File: src/ltis_pkg.sv
// Package: register map, field positions and constants of the light threshold interrupt block
package ltis_pkg;
	// ----------------------------------------
	// Register word indices; the bus byte address is four times the index
	// ----------------------------------------
	localparam logic [7:0] LTIS_IDX_LOW0  = 8'h8A;
	localparam logic [7:0] LTIS_IDX_LOW1  = 8'h8B;
	localparam logic [7:0] LTIS_IDX_LOW2  = 8'h8C;
	localparam logic [7:0] LTIS_IDX_HIGH0 = 8'h8D;
	localparam logic [7:0] LTIS_IDX_HIGH1 = 8'h8E;
	localparam logic [7:0] LTIS_IDX_HIGH2 = 8'h8F;
	localparam logic [7:0] LTIS_IDX_AUX   = 8'h90;
	localparam logic [7:0] LTIS_IDX_REV   = 8'h91;
	localparam logic [7:0] LTIS_IDX_DEV   = 8'h92;
	localparam logic [7:0] LTIS_IDX_STAT  = 8'h93;
	localparam logic [7:0] LTIS_IDX_CTRL  = 8'hA0;
	localparam logic [7:0] LTIS_IDX_CROSS = 8'hA1;
	// ----------------------------------------
	// Field positions
	// ----------------------------------------
	localparam int LTIS_BIT_SAT  = 7;
	localparam int LTIS_BIT_LITE = 3;
	localparam int LTIS_BIT_FIFO = 2;
	localparam int LTIS_BIT_SYS  = 0;
	localparam int LTIS_CTRL_LEN = 0;
	localparam int LTIS_CTRL_SEN = 1;
	localparam int LTIS_CTRL_CH  = 4;
	localparam int LTIS_CTRL_PER = 8;
	localparam logic [7:0] LTIS_STAT_MASK = 8'h8D;
	// ----------------------------------------
	// Reset values; identity codes are arbitrary
	// ----------------------------------------
	localparam logic [23:0] LTIS_THR_RST  = 24'h000000;
	localparam logic [7:0]  LTIS_STAT_RST = 8'h00;
	localparam logic [3:0]  LTIS_AUX_CODE = 4'hA;
	localparam logic [7:0]  LTIS_REV_CODE = 8'h42;
	localparam logic [7:0]  LTIS_DEV_CODE = 8'hC3;
	localparam logic [1:0]  LTIS_HTRANS_NONSEQ = 2'h2;
endpackage : ltis_pkg

File: src/ltis_persist.sv
// Persistence filter: counts consecutive samples meeting a condition
`timescale 1ns/1ps
module ltis_persist #(
	parameter int CW = 4
) (
	// Clock and reset
	input  wire logic          clk_sys,
	input  wire logic          rst_b,
	// Sample stream
	input  wire logic          sample_vld,
	input  wire logic          cond,
	input  wire logic [CW-1:0] persist,
	// Result pulse
	output logic               hit
);
	import ltis_pkg::*;
	logic [CW:0] cnt_ff;
	logic [CW:0] nxt_cnt;
	logic        nxt_hit;

	always_comb
	begin
		nxt_cnt = cnt_ff;
		nxt_hit = 1'b0;
		if (sample_vld)
		begin
			if (!cond)
				nxt_cnt = '0;
			else
			begin
				if (cnt_ff <= {1'b0, persist})
					nxt_cnt = cnt_ff + 1'b1;
				// Fire on every qualifying sample once the run reaches persist+1
				nxt_hit = (cnt_ff >= {1'b0, persist});
			end
		end
	end

	always_ff @(posedge clk_sys or negedge rst_b)
	begin
		if (!rst_b)
			cnt_ff <= '0;
		else
			cnt_ff <= nxt_cnt;
	end

	assign hit = nxt_hit;
endmodule : ltis_persist

File: src/ltis_top.sv
// Light threshold interrupt status block with AHB-Lite register slave
//
// Our own choice: the AHB-Lite interface to the registers.
`timescale 1ns/1ps
module ltis_top #(
	parameter int NCH = 3,
	parameter int PW  = 4
) (
	// Clock and reset
	input  wire logic              clk_sys,
	input  wire logic              rst_b,
	// AHB-Lite slave
	input  wire logic              hsel,
	input  wire logic [31:0]       haddr,
	input  wire logic [1:0]        htrans,
	input  wire logic              hwrite,
	input  wire logic [2:0]        hsize,
	input  wire logic [31:0]       hwdata,
	input  wire logic              hready,
	output logic [31:0]            hrdata,
	output logic                   hreadyout,
	output logic                   hresp,
	// Measurement side (same clock)
	input  wire logic              sample_vld,
	input  wire logic [NCH*24-1:0] accum_data,
	input  wire logic              saturation_evt,
	input  wire logic              fifo_level_met,
	input  wire logic              system_evt,
	// Interrupt pin
	output logic                   irq_pin
);
	import ltis_pkg::*;

	// ----------------------------------------
	// Register state
	// ----------------------------------------
	logic [23:0]  low_thr_ff, nxt_low_thr;
	logic [23:0]  high_thr_ff, nxt_high_thr;
	logic [7:0]   stat_ff, nxt_stat;
	logic [1:0]   cross_ff, nxt_cross;
	logic         len_ff, nxt_len;
	logic         sen_ff, nxt_sen;
	logic [1:0]   chsel_ff, nxt_chsel;
	logic [PW-1:0] pers_ff, nxt_pers;
	logic         wpend_ff, nxt_wpend;
	logic [7:0]   widx_ff, nxt_widx;
	logic [31:0]  rdata_ff, nxt_rdata;

	logic         acc;
	logic [7:0]   aidx;
	logic [7:0]   wb;
	logic [23:0]  sel_data;
	logic         low_hit, high_hit;

	// ----------------------------------------
	// Bus address phase
	// ----------------------------------------
	// Word index = byte address / 4
	assign acc  = hsel && hready && (htrans == LTIS_HTRANS_NONSEQ || htrans == 2'h3);
	assign aidx = haddr[9:2];
	assign wb   = hwdata[7:0];
	assign hreadyout = 1'b1;
	assign hresp     = 1'b0;
	assign hrdata    = rdata_ff;

	// ----------------------------------------
	// Channel select and comparison
	// ----------------------------------------
	always_comb
	begin
		sel_data = accum_data[23:0];
		for (int i = 0; i < NCH; i++)
			if (chsel_ff == i[1:0])
				sel_data = accum_data[i*24 +: 24];
	end

	ltis_persist #(.CW(PW)) u_low (
		.clk_sys    (clk_sys),
		.rst_b      (rst_b),
		.sample_vld (sample_vld && len_ff),
		.cond       (sel_data < low_thr_ff),
		.persist    (pers_ff),
		.hit        (low_hit)
	);

	ltis_persist #(.CW(PW)) u_high (
		.clk_sys    (clk_sys),
		.rst_b      (rst_b),
		.sample_vld (sample_vld && len_ff),
		.cond       (sel_data > high_thr_ff),
		.persist    (pers_ff),
		.hit        (high_hit)
	);

	// ----------------------------------------
	// Register updates
	// ----------------------------------------
	always_comb
	begin
		nxt_low_thr  = low_thr_ff;
		nxt_high_thr = high_thr_ff;
		nxt_stat     = stat_ff;
		nxt_cross    = cross_ff;
		nxt_len      = len_ff;
		nxt_sen      = sen_ff;
		nxt_chsel    = chsel_ff;
		nxt_pers     = pers_ff;
		nxt_wpend    = acc && hwrite;
		nxt_widx     = acc ? aidx : widx_ff;
		nxt_rdata    = 32'h00000000;
		// Data phase of a write
		if (wpend_ff)
		begin
			if (widx_ff == LTIS_IDX_LOW0)
				nxt_low_thr[7:0] = wb;
			else if (widx_ff == LTIS_IDX_LOW1)
				nxt_low_thr[15:8] = wb;
			else if (widx_ff == LTIS_IDX_LOW2)
				nxt_low_thr[23:16] = wb;
			else if (widx_ff == LTIS_IDX_HIGH0)
				nxt_high_thr[7:0] = wb;
			else if (widx_ff == LTIS_IDX_HIGH1)
				nxt_high_thr[15:8] = wb;
			else if (widx_ff == LTIS_IDX_HIGH2)
				nxt_high_thr[23:16] = wb;
			else if (widx_ff == LTIS_IDX_STAT)
			begin
				// Write one to clear; zero leaves the bit alone
				nxt_stat = stat_ff & ~(wb & LTIS_STAT_MASK);
				if (wb[LTIS_BIT_LITE])
					nxt_cross = 2'b00;
			end
			else if (widx_ff == LTIS_IDX_CTRL)
			begin
				nxt_len   = hwdata[LTIS_CTRL_LEN];
				nxt_sen   = hwdata[LTIS_CTRL_SEN];
				nxt_chsel = hwdata[LTIS_CTRL_CH +: 2];
				nxt_pers  = hwdata[LTIS_CTRL_PER +: PW];
			end
		end
		// Hardware sets win over a simultaneous clear
		if (saturation_evt)
			nxt_stat[LTIS_BIT_SAT] = 1'b1;
		if (low_hit)
		begin
			nxt_stat[LTIS_BIT_LITE] = 1'b1;
			nxt_cross[0] = 1'b1;
		end
		if (high_hit)
		begin
			nxt_stat[LTIS_BIT_LITE] = 1'b1;
			nxt_cross[1] = 1'b1;
		end
		// FIFO flag tracks the level condition
		if (fifo_level_met)
			nxt_stat[LTIS_BIT_FIFO] = 1'b1;
		else
			nxt_stat[LTIS_BIT_FIFO] = 1'b0;
		if (system_evt && sen_ff)
			nxt_stat[LTIS_BIT_SYS] = 1'b1;
		// Read data for the following data phase
		if (acc && !hwrite)
		begin
			if (aidx == LTIS_IDX_LOW0)
				nxt_rdata[7:0] = low_thr_ff[7:0];
			else if (aidx == LTIS_IDX_LOW1)
				nxt_rdata[7:0] = low_thr_ff[15:8];
			else if (aidx == LTIS_IDX_LOW2)
				nxt_rdata[7:0] = low_thr_ff[23:16];
			else if (aidx == LTIS_IDX_HIGH0)
				nxt_rdata[7:0] = high_thr_ff[7:0];
			else if (aidx == LTIS_IDX_HIGH1)
				nxt_rdata[7:0] = high_thr_ff[15:8];
			else if (aidx == LTIS_IDX_HIGH2)
				nxt_rdata[7:0] = high_thr_ff[23:16];
			else if (aidx == LTIS_IDX_AUX)
				nxt_rdata[3:0] = LTIS_AUX_CODE;
			else if (aidx == LTIS_IDX_REV)
				nxt_rdata[7:0] = LTIS_REV_CODE;
			else if (aidx == LTIS_IDX_DEV)
				nxt_rdata[7:0] = LTIS_DEV_CODE;
			else if (aidx == LTIS_IDX_STAT)
				nxt_rdata[7:0] = stat_ff & LTIS_STAT_MASK;
			else if (aidx == LTIS_IDX_CTRL)
			begin
				nxt_rdata[LTIS_CTRL_LEN]       = len_ff;
				nxt_rdata[LTIS_CTRL_SEN]       = sen_ff;
				nxt_rdata[LTIS_CTRL_CH +: 2]   = chsel_ff;
				nxt_rdata[LTIS_CTRL_PER +: PW] = pers_ff;
			end
			else if (aidx == LTIS_IDX_CROSS)
				nxt_rdata[1:0] = cross_ff;
		end
	end

	always_ff @(posedge clk_sys or negedge rst_b)
	begin
		if (!rst_b)
		begin
			low_thr_ff  <= LTIS_THR_RST;
			high_thr_ff <= LTIS_THR_RST;
			stat_ff     <= LTIS_STAT_RST;
			cross_ff    <= 2'b00;
			len_ff      <= 1'b0;
			sen_ff      <= 1'b0;
			chsel_ff    <= 2'b00;
			pers_ff     <= '0;
			wpend_ff    <= 1'b0;
			widx_ff     <= 8'h00;
			rdata_ff    <= 32'h00000000;
		end
		else
		begin
			low_thr_ff  <= nxt_low_thr;
			high_thr_ff <= nxt_high_thr;
			stat_ff     <= nxt_stat;
			cross_ff    <= nxt_cross;
			len_ff      <= nxt_len;
			sen_ff      <= nxt_sen;
			chsel_ff    <= nxt_chsel;
			pers_ff     <= nxt_pers;
			wpend_ff    <= nxt_wpend;
			widx_ff     <= nxt_widx;
			rdata_ff    <= nxt_rdata;
		end
	end

	// ----------------------------------------
	// Interrupt pin
	// ----------------------------------------
	assign irq_pin = |(stat_ff & LTIS_STAT_MASK);

	// ----------------------------------------
	// Assertions
	// ----------------------------------------
	sat_set_a: assert property (@(posedge clk_sys) disable iff (!rst_b)
		saturation_evt |=> stat_ff[LTIS_BIT_SAT])
		else $error("saturation flag not set");
	low_set_a: assert property (@(posedge clk_sys) disable iff (!rst_b)
		low_hit |=> stat_ff[LTIS_BIT_LITE] && cross_ff[0])
		else $error("low crossing not flagged");
	high_set_a: assert property (@(posedge clk_sys) disable iff (!rst_b)
		high_hit |=> stat_ff[LTIS_BIT_LITE] && cross_ff[1])
		else $error("high crossing not flagged");
	fifo_follow_a: assert property (@(posedge clk_sys) disable iff (!rst_b)
		stat_ff[LTIS_BIT_FIFO] == $past(fifo_level_met))
		else $error("fifo flag not following level");
	reserved_zero_a: assert property (@(posedge clk_sys) disable iff (!rst_b)
		(stat_ff & ~LTIS_STAT_MASK) == 8'h00)
		else $error("reserved status bit set");
	irq_pin_a: assert property (@(posedge clk_sys) disable iff (!rst_b)
		((stat_ff & LTIS_STAT_MASK) != 8'h00) |-> irq_pin)
		else $error("pin low with flag set");
	sys_gate_a: assert property (@(posedge clk_sys) disable iff (!rst_b)
		(!sen_ff && !stat_ff[LTIS_BIT_SYS]) |=> !stat_ff[LTIS_BIT_SYS])
		else $error("system flag set while disabled");
	lite_clear_a: assert property (@(posedge clk_sys) disable iff (!rst_b)
		(wpend_ff && widx_ff == LTIS_IDX_STAT && wb[LTIS_BIT_LITE] && !low_hit && !high_hit)
		|=> !stat_ff[LTIS_BIT_LITE])
		else $error("light flag not cleared");
	id_read_a: assert property (@(posedge clk_sys) disable iff (!rst_b)
		(acc && !hwrite && aidx == LTIS_IDX_DEV) |=> hrdata == {24'h000000, LTIS_DEV_CODE})
		else $error("device code wrong");

	// ----------------------------------------
	// Assertions on clears, writes, reads, the system set, gating and the pin
	// ----------------------------------------
	sat_clear_a: assert property (@(posedge clk_sys) disable iff (!rst_b)
		(wpend_ff && widx_ff == LTIS_IDX_STAT && wb[LTIS_BIT_SAT] && !saturation_evt)
		|=> !stat_ff[LTIS_BIT_SAT])
		else $error("saturation flag not cleared");
	cross_clear_a: assert property (@(posedge clk_sys) disable iff (!rst_b)
		(wpend_ff && widx_ff == LTIS_IDX_STAT && wb[LTIS_BIT_LITE] && !low_hit && !high_hit)
		|=> cross_ff == 2'b00)
		else $error("crossing detail not cleared");
	lite_keep_a: assert property (@(posedge clk_sys) disable iff (!rst_b)
		(wpend_ff && widx_ff == LTIS_IDX_STAT && !wb[LTIS_BIT_LITE] && stat_ff[LTIS_BIT_LITE])
		|=> stat_ff[LTIS_BIT_LITE])
		else $error("light flag lost on zero write");
	fifo_clear_a: assert property (@(posedge clk_sys) disable iff (!rst_b)
		(wpend_ff && widx_ff == LTIS_IDX_STAT && wb[LTIS_BIT_FIFO] && !fifo_level_met)
		|=> !stat_ff[LTIS_BIT_FIFO])
		else $error("fifo flag not cleared");
	cross_tie_a: assert property (@(posedge clk_sys) disable iff (!rst_b)
		(|cross_ff) |-> stat_ff[LTIS_BIT_LITE])
		else $error("crossing detail without light flag");
	light_gate_a: assert property (@(posedge clk_sys) disable iff (!rst_b)
		!len_ff |-> (!low_hit && !high_hit))
		else $error("crossing while light disabled");
	sys_set_a: assert property (@(posedge clk_sys) disable iff (!rst_b)
		(system_evt && sen_ff) |=> stat_ff[LTIS_BIT_SYS])
		else $error("system flag not set");
	irq_low_a: assert property (@(posedge clk_sys) disable iff (!rst_b)
		(stat_ff == 8'h00) |-> !irq_pin)
		else $error("pin high with no flag set");
	low_write_a: assert property (@(posedge clk_sys) disable iff (!rst_b)
		(wpend_ff && widx_ff == LTIS_IDX_LOW0) |=> low_thr_ff[7:0] == $past(wb))
		else $error("low threshold byte not written");
	high_write_a: assert property (@(posedge clk_sys) disable iff (!rst_b)
		(wpend_ff && widx_ff == LTIS_IDX_HIGH2) |=> high_thr_ff[23:16] == $past(wb))
		else $error("high threshold byte not written");
	stat_read_a: assert property (@(posedge clk_sys) disable iff (!rst_b)
		(acc && !hwrite && aidx == LTIS_IDX_STAT) |=> (hrdata & 32'hFFFFFF72) == 32'h00000000)
		else $error("reserved status bits read non-zero");
	aux_read_a: assert property (@(posedge clk_sys) disable iff (!rst_b)
		(acc && !hwrite && aidx == LTIS_IDX_AUX) |=> hrdata == {28'h0000000, LTIS_AUX_CODE})
		else $error("auxiliary code wrong");
	rev_read_a: assert property (@(posedge clk_sys) disable iff (!rst_b)
		(acc && !hwrite && aidx == LTIS_IDX_REV) |=> hrdata == {24'h000000, LTIS_REV_CODE})
		else $error("revision code wrong");
endmodule : ltis_top
File: config.mk
export PLATFORM = sky130hd
export DESIGN_NAME = ltis_top
export DESIGN_NICKNAME = d
export VERILOG_FILES = /design/src/ltis_pkg.sv /design/src/ltis_persist.sv /design/src/ltis_top.sv
export SDC_FILE = /design/constraint.sdc
export NUM_CORES = 1
export LEC_CHECK = 0
export ABC_AREA = 1
export ABC_CLOCK_PERIOD_IN_PS = 6700
export BUFFER_PORTS_ARGS = -buffer_cell sky130_fd_sc_hd__buf_2
export CORE_ASPECT_RATIO = 0.6
export CORE_UTILIZATION = 58
export DETAILED_ROUTE_END_ITERATION = 8
export PLACE_DENSITY = 0.87
export SLEW_MARGIN = 20
export SYNTH_ARGS = -nofsm -noshare
export SYNTH_HDL_FRONTEND = slang
export SYNTH_HIERARCHICAL = 1
export SYNTH_SLANG_ARGS = --single-unit
File: constraint.sdc
create_clock -name clk_sys -period 6.7 [get_ports clk_sys]
set_input_delay 0.67 -clock clk_sys [delete_from_list [all_inputs] [get_ports clk_sys]]
set_output_delay 0.67 -clock clk_sys [all_outputs]
set_load 0.01 [all_outputs]
# Word-level counts from Yosys, hierarchy flattened
# Cells that the tools add are included.
dict set report totals {
  ff_bits 97
  inputBits 150
  out_inout_bits 35
  elab_cells 193
}
dict set report op_classes {
  add_sub_neg 2
  magnitude_cmp 6
  eq_ne 56
  muxes 62
  bitwise_logic 9
  n_reduce_logical 36
}
# op n
set op_table {}
lappend op_table {{$eq A8 B8 Y1 const B} 20}
lappend op_table {{$mux W8} 17}
lappend op_table {{$mux W24} 2}
lappend op_table {{$mux W4} 11}
lappend op_table {{$ne A2 B2 Y1 const B} 20}
lappend op_table {{$mux W2} 16}
lappend op_table {{$reduce_and A8 Y1} 4}
lappend op_table {{$reduce_and A9 Y1} 3}
lappend op_table {{$gt A24 B24 Y1} 1}
lappend op_table {{$lt A24 B24 Y1} 1}
lappend op_table {{$mux W5} 4}
lappend op_table {{$reduce_bool A2 Y1} 10}
lappend op_table {{$ne A3 B3 Y1 const B} 6}
lappend op_table {{$mux W12} 1}
lappend op_table {{$ne A2 B1 Y1 const B} 6}
lappend op_table {{$mux W1} 11}
lappend op_table {{$add A5 B1 Y5 const B} 2}
lappend op_table {{$ge A5 B4 Y1} 2}
lappend op_table {{$le A5 B4 Y1} 2}
lappend op_table {{$and A8 B8 Y8} 1}
lappend op_table {{$not A8 Y8} 1}
lappend op_table {{$not A1 Y1} 7}
lappend op_table {{$reduce_and A7 Y1} 1}
lappend op_table {{$eq A2 B2 Y1 const B} 3}
lappend op_table {{other kinds (11)} 19}

# Longest topological paths before layout
dict set report depth {
  depth_word 14
  mapped_depth 21
  ltp_nobuf 20
}

# Modules after synthesis
# The synthesis kept the hierarchy.
# mod instances cells_each area_each_um2 seq_area_each_um2
set modules_own_cells {}
lappend modules_own_cells {ltis_top 1 770 5736.8 2077.0}
lappend modules_own_cells {ltis_persist 2 66 430.4 125.1}

# Worst setup path before layout
# OpenSTA, ideal clock, no wires.
dict set report synth_path {
  kind {register to register}
  start {register chsel_ff[1]}
  end {register u_high.cnt_ff[3]}
  setup_time_ns 0.117
  arrival_ns 2.701
  t_required_ns 6.583
  setup_slack_ns 3.881
  stages_incl_launch_ff 21
  n_path_buf 1
  period_less_slack_ns 2.819
  cell_sequence {dfrtp_1 -> inv_1 -> nand2_1 -> inv_1 -> clkbuf_1 -> nand2_1 -> a31oi_1 -> ha_1 -> nand2_1 -> nor2_1 -> inv_1 -> nor4_1 -> nand2_1 -> a21oi_1 -> nor2_1 -> nor2_1 -> inv_1 -> nor2_1 -> nand2_2 -> nand3_1 -> nand2_1}
}
dict set report synth_between {
  elab_chain_len 6
  word_cells_on_any_way 8
  cone_classes {order compare: 1; eq/ne: 3; mux: 3; reduce/logical: 1}
}
# element line_no
set synth_lines {}
lappend synth_lines {{start, declared} ltis_top.sv:43} ;# logic [1:0] chsel_ff, nxt_chsel;
lappend synth_lines {{start signal, assigned} ltis_top.sv:220} ;# chsel_ff <= nxt_chsel;
lappend synth_lines {{$eq A2 B1 Y1} ltis_top.sv:73} ;# if (chsel_ff == i[1:0])
lappend synth_lines {{$mux W24} ltis_top.sv:73}
lappend synth_lines {{$mux W24 *} ltis_top.sv:73}
lappend synth_lines {{$gt A24 B24 Y1 *} ltis_top.sv:90} ;# .cond (sel_data > high_thr_ff),
lappend synth_lines {{$ne A2 B2 Y1 (no source line)} -}
lappend synth_lines {{$reduce_and A2 Y1 (no source line)} -}
lappend synth_lines {{end signal, assigned} ltis_persist.sv:44} ;# cnt_ff <= nxt_cnt;
lappend synth_lines {{end, declared} ltis_persist.sv:17} ;# logic [CW:0] cnt_ff;
# Mark *: on every way between the ends. The rest lies on a longest branch, timed or not.
# A chain may end at the register's enable or synchronous reset.

# Worst setup path after layout
dict set report layout_path {
  start {register chsel_ff[1]}
  end {register stat_ff[3]}
}
dict set report layout_between {
  elab_chain_len 8
  word_cells_on_any_way 21
  cone_classes {order compare: 2; eq/ne: 8; mux: 8; reduce/logical: 3}
}
# element line_no
set layout_lines {}
lappend layout_lines {{$eq A2 B1 Y1} ltis_top.sv:73}
lappend layout_lines {{$mux W24} ltis_top.sv:73}
lappend layout_lines {{$mux W24 *} ltis_top.sv:73}
lappend layout_lines {{$gt A24 B24 Y1 *} ltis_top.sv:90}
lappend layout_lines {{$mux W1 *} ltis_persist.sv:27} ;# if (!cond)
lappend layout_lines {{$mux W1 *} ltis_persist.sv:25} ;# if (sample_vld)
lappend layout_lines {{named net high_hit} ltis_top.sv:53} ;# logic low_hit, high_hit;
lappend layout_lines {{$ne A3 B3 Y1 (no source line) / $reduce_bool A3 Y1 (equally long branches)} -}
lappend layout_lines {{$reduce_and A8 Y1 (no source line)} -}
lappend layout_lines {{end signal, assigned} ltis_top.sv:216} ;# stat_ff <= nxt_stat;
lappend layout_lines {{end, declared} ltis_top.sv:39} ;# logic [7:0] stat_ff, nxt_stat;
# Mark *: on every way through the listed nets, which the timed path passes. The rest lies on a longest branch.

==> impl_table.tex <==
\begin{tabular}{lr}
\hline
Metric & Value \\
\hline
\multicolumn{2}{l}{\textbf{Critical path}} \\
Critical path start-end classification & reg2reg \\
Critical path buffer and inverter count & 6 \\
Crit path capture type & register \\
Critical path, cell by cell & inv\_1 > nand2\_1 > buf\_4 > inv\_1 > nand2\_1 > a31oi\_1 > ha\_1 > nand2\_1 > nor4\_1 > nand2\_1 > a21oi\_1 > nor2\_1 > nor2\_1 > nand2\_1 > inv\_1 > o21ai\_0 > inv\_1 > inv\_1 > nand3\_1 \\
CP Max Fanout & 25 \\
Arrival time at the worst endpoint & 4.41 ns \\
Top delay family on crit path & simple AND/OR/NAND/NOR gates \\
CP max stage cell & inv\_1 \\
Required arrival time at the worst endpoint & 6.99 ns \\
Reg-to-reg slack, setup & 2.58 ns \\
CP Launch Type & register \\
CP peak stage delay & 0.56 ns \\
\multicolumn{2}{l}{\textbf{Pwr}} \\
Net switching power figure & 0.586 mW \\
Max rail drop VDD & 0.144 mV \\
Reported leakage power & 4.56 nW \\
Clock Power Share & 31.4\% \\
Total design power & 1.66 mW \\
Cell internal pwr & 1.08 mW \\
Fraction of power spent switching nets & 35.2\% \\
Fraction of power consumed by sequential logic & 39.3\% \\
Portion of total power attributed to combinational logic & 29.2\% \\
Power density of the placed cells & 223 nW/um2 \\
\multicolumn{2}{l}{\textbf{Yosys}} \\
Mean cell area of the mapped netlist & 7.31 um2 \\
Main flop type after synthesis & dfrtp\_1 \\
Synth cell count leaders & nand2\_1, inv\_1, o21ai\_0, dfrtp\_1, nor2\_1 \\
Count of synthesis-stage warnings from yosys & 6 \\
Number of cells produced by synthesis & 902 \\
Yosys reg bits & 93 \\
Post-synth EDFFs & 0 \\
Number of different library cells in the post-synthesis netlist & 41 \\
Share of the yosys chip area belonging to registers & 35.3\% \\
Area of the mapped netlist & 6600 um2 \\
Portion of synthesized cell area occupied by the leading cell type & 35.3\% \\
Asr flop ratio synth & 100\% \\
Dominant cells by area after synthesis & dfrtp\_1, nand2\_1, ha\_1 \\
Cell accounting for the most synthesized area & dfrtp\_1 \\
Library cell with the highest instance count after synthesis & nand2\_1 \\
\multicolumn{2}{l}{\textbf{Placed design}} \\
Number of I/O port buffers & 114 \\
Gp weighted congestion & 0.930 \\
Placement Cell Area & 7160 um2 \\
DP HPWL & 14200 um \\
\multicolumn{2}{l}{\textbf{Floorplanning}} \\
Placement Rows & 29 \\
Ports & 185 \\
Effective utilization at floorplan & 61.0\% \\
Total Die Area & 11800 um2 \\
Area of the core & 10800 um2 \\
Die span in y & 84.6 um \\
Die Span X & 140 um \\
\multicolumn{2}{l}{\textbf{Route}} \\
Iter 0 DRT Violations & 808 \\
Total wirelength of the detailed-routed design & 18200 um \\
Post-route DRC & 0 \\
Average wire per cell in the routed design & 15.8 um \\
Via count & 6482 \\
Antenna viol nets, final & 0 \\
Post-detailed-route via-to-cell ratio & 5.62 \\
First-pass iteration count of the detailed router & 5 \\
\multicolumn{2}{l}{\textbf{Timing}} \\
Max-slew headroom at the worst pin & 42.9\% \\
Share of the cycle needed by the critical path after routing & 61.5\% \\
Total setup violations reported at the end of the flow & 0 \\
Sum of negative setup slack & 0 ns \\
Worst hold slack & 0.150 ns \\
Setup repair after global routing missed its margin & no \\
Clock skew & 0.00957 ns \\
Number of pins with negative max-slew slack in the final report & 0 \\
Time the final worst path needs with I/O delays and setup & 4.12 ns \\
Worst-margin pin slew & 0.853 ns \\
Upper clock frequency limit & 243 MHz \\
Fin. Hold Viols & 0 \\
\multicolumn{2}{l}{\textbf{Outcome}} \\
Outcome & completed \\
\multicolumn{2}{l}{\textbf{Clocking}} \\
Clock insertion delay at the later pin of the skew report & 0.35 ns \\
\# Post-CTS Setup Buffers & 0 \\
Maximum buffer depth of the clock tree & 2 \\
Clk pin slew, worst setup/hold paths & 0.07 ns \\
Sink count of the clock tree & 93 \\
Library cell used as clock root buffer & clkbuf\_16 \\
Total CTS buffers & 9 \\
Clock H-tree levels & 3 \\
Number of cells upsized or downsized after cts & 0 \\
TritonCTS clock tree & built \\
Number of buffers inserted by hold repair at cts & 0 \\
\multicolumn{2}{l}{\textbf{Hold path}} \\
Worst hold path type & in2async \\
\multicolumn{2}{l}{\textbf{Global routing}} \\
Combined global-route utilization of all metal layers & 32.0\% \\
Pin count of the biggest net entering global routing & 83 \\
Via count of the first global-routing pass & 5728 \\
Gr ovfl total & 0 \\
Initial antenna violation count & 0 \\
First-pass GRT wire length & 29100 um \\
\multicolumn{2}{l}{\textbf{Layout}} \\
Area growth from synthesis to final layout & 13.2\% \\
Final standard cell area without fillers & 7470 um2 \\
Number of antenna diodes & 0 \\
Final net count & 1217 \\
Fraction of layout instances using a drive strength above 1 & 16.5\% \\
\multicolumn{2}{l}{\textbf{Job}} \\
Maxcap violations & 0 \\
\hline
\end{tabular}
## layer usage
layer	share of wire, %	global-route usage (%)	vias to the layer above	routed length [um]
li1	-	-	3109	-
met1	45	46.9	2961	8200
met2	40	45.3	380	7280
met3	13	10.0	32	2380
met4	1.7	8.09	0	310
met5	0	0	-	0
## per-stage QoR
stage	std cells	util [%]	setup slack, ns
finish	1154	69.1	2.58
global route	1154	69.1	2.29
CTS	1154	69.0	2.78
detailed placement	1138	66.2	2.80
global placement	1138	66.2	2.87
floorplan	922	-	3.88
## final cells by class
cell class                      instances  area, um2
Clock buffer                           11        243
Clock inverter                          5       58.8
Fill cell                             901       3350
Inverter                              137        514
Multi-Input combinational cell        652       3550
Sequential cell                        93       2330
Tap cell                              139        174
Timing Repair Buffer                  117        599
## state kept, by name, summed over array words and instances, names as in the netlist
name           count
hrdata            12
pers_ff            4
u_high/cnt_ff      5
len_ff             1
u_low/cnt_ff       5
high_thr_ff       24
cross_ff           2
wpend_ff           1
stat_ff            4
chsel_ff           2
widx_ff            8
low_thr_ff        24
sen_ff             1
## logic make-up after synthesis
logic type | after synthesis | synth area share, %
AOI/OAI and AO/OA | 165 | 13.6
adders and majority gates | 57 | 10.8
buffers and inverters | 177 | 12.0
DFF | 93 | 35.3
muxes | 4 | 0.797
other | 2 | 0.114
and+or+nand+nor | 404 | 27.4
## layout by cell type, fill, tap and decap left out, types with 2 or more instances in the layout
master        n
buf_2       113
o21ai_0      97
buf_4         3
nor2_4        3
o21bai_1      4
nand2_2      11
nor3_4        2
nor4_1        3
mux2_2        2
nor2_2        2
nand2_4       2
clkbuf_16     9
nor3_1        8
nand4_1      12
mux2_4        2
ha_1         57
o211ai_1      3
a211oi_1      5
o22ai_1       6
nor2_1       84
dfrtp_1      93
nor3_2        3
clkinvlp_4    2
a31oi_1      24
a21oi_1      25
nand4_2       4
inv_1       136
nand2_1     230
conb_1       22
nand3_1      32
## power by group through the flow
stage | Sequential [mW] | Clock, mW | Combinational, mW
floorplan | 0.645 | 0 | 0.348
global placement | 0.660 | 0 | 0.455
detailed placement | 0.662 | 0 | 0.475
CTS | 0.652 | 0.525 | 0.477
global route | 0.659 | 0.544 | 0.557
finish | 0.654 | 0.523 | 0.486
## path summary, 6_finish.rpt
| path | to | cells past startpoint | from |
|---|---|---|---|
| setup / recovery | stat_ff[3]$_DFFE_PN0P_ | 19 | chsel_ff[1]$_DFFE_PN0P_ |
| hold / removal | u_high/cnt_ff[3]$_DFFE_PN0P_ | 1 | rst_b |
| setup reg to reg | stat_ff[3]$_DFFE_PN0P_ | 19 | chsel_ff[1]$_DFFE_PN0P_ |
| hold reg to reg | high_thr_ff[18]$_DFFE_PN0P_ | 2 | high_thr_ff[18]$_DFFE_PN0P_ |
| max in group asynchronous | u_low/cnt_ff[3]$_DFFE_PN0P_ | 2 | rst_b |
| min in group clk_sys | stat_ff[2]$_DFF_PN0_ | 1 | fifo_level_met |
(Power assumes the default switching activity.)
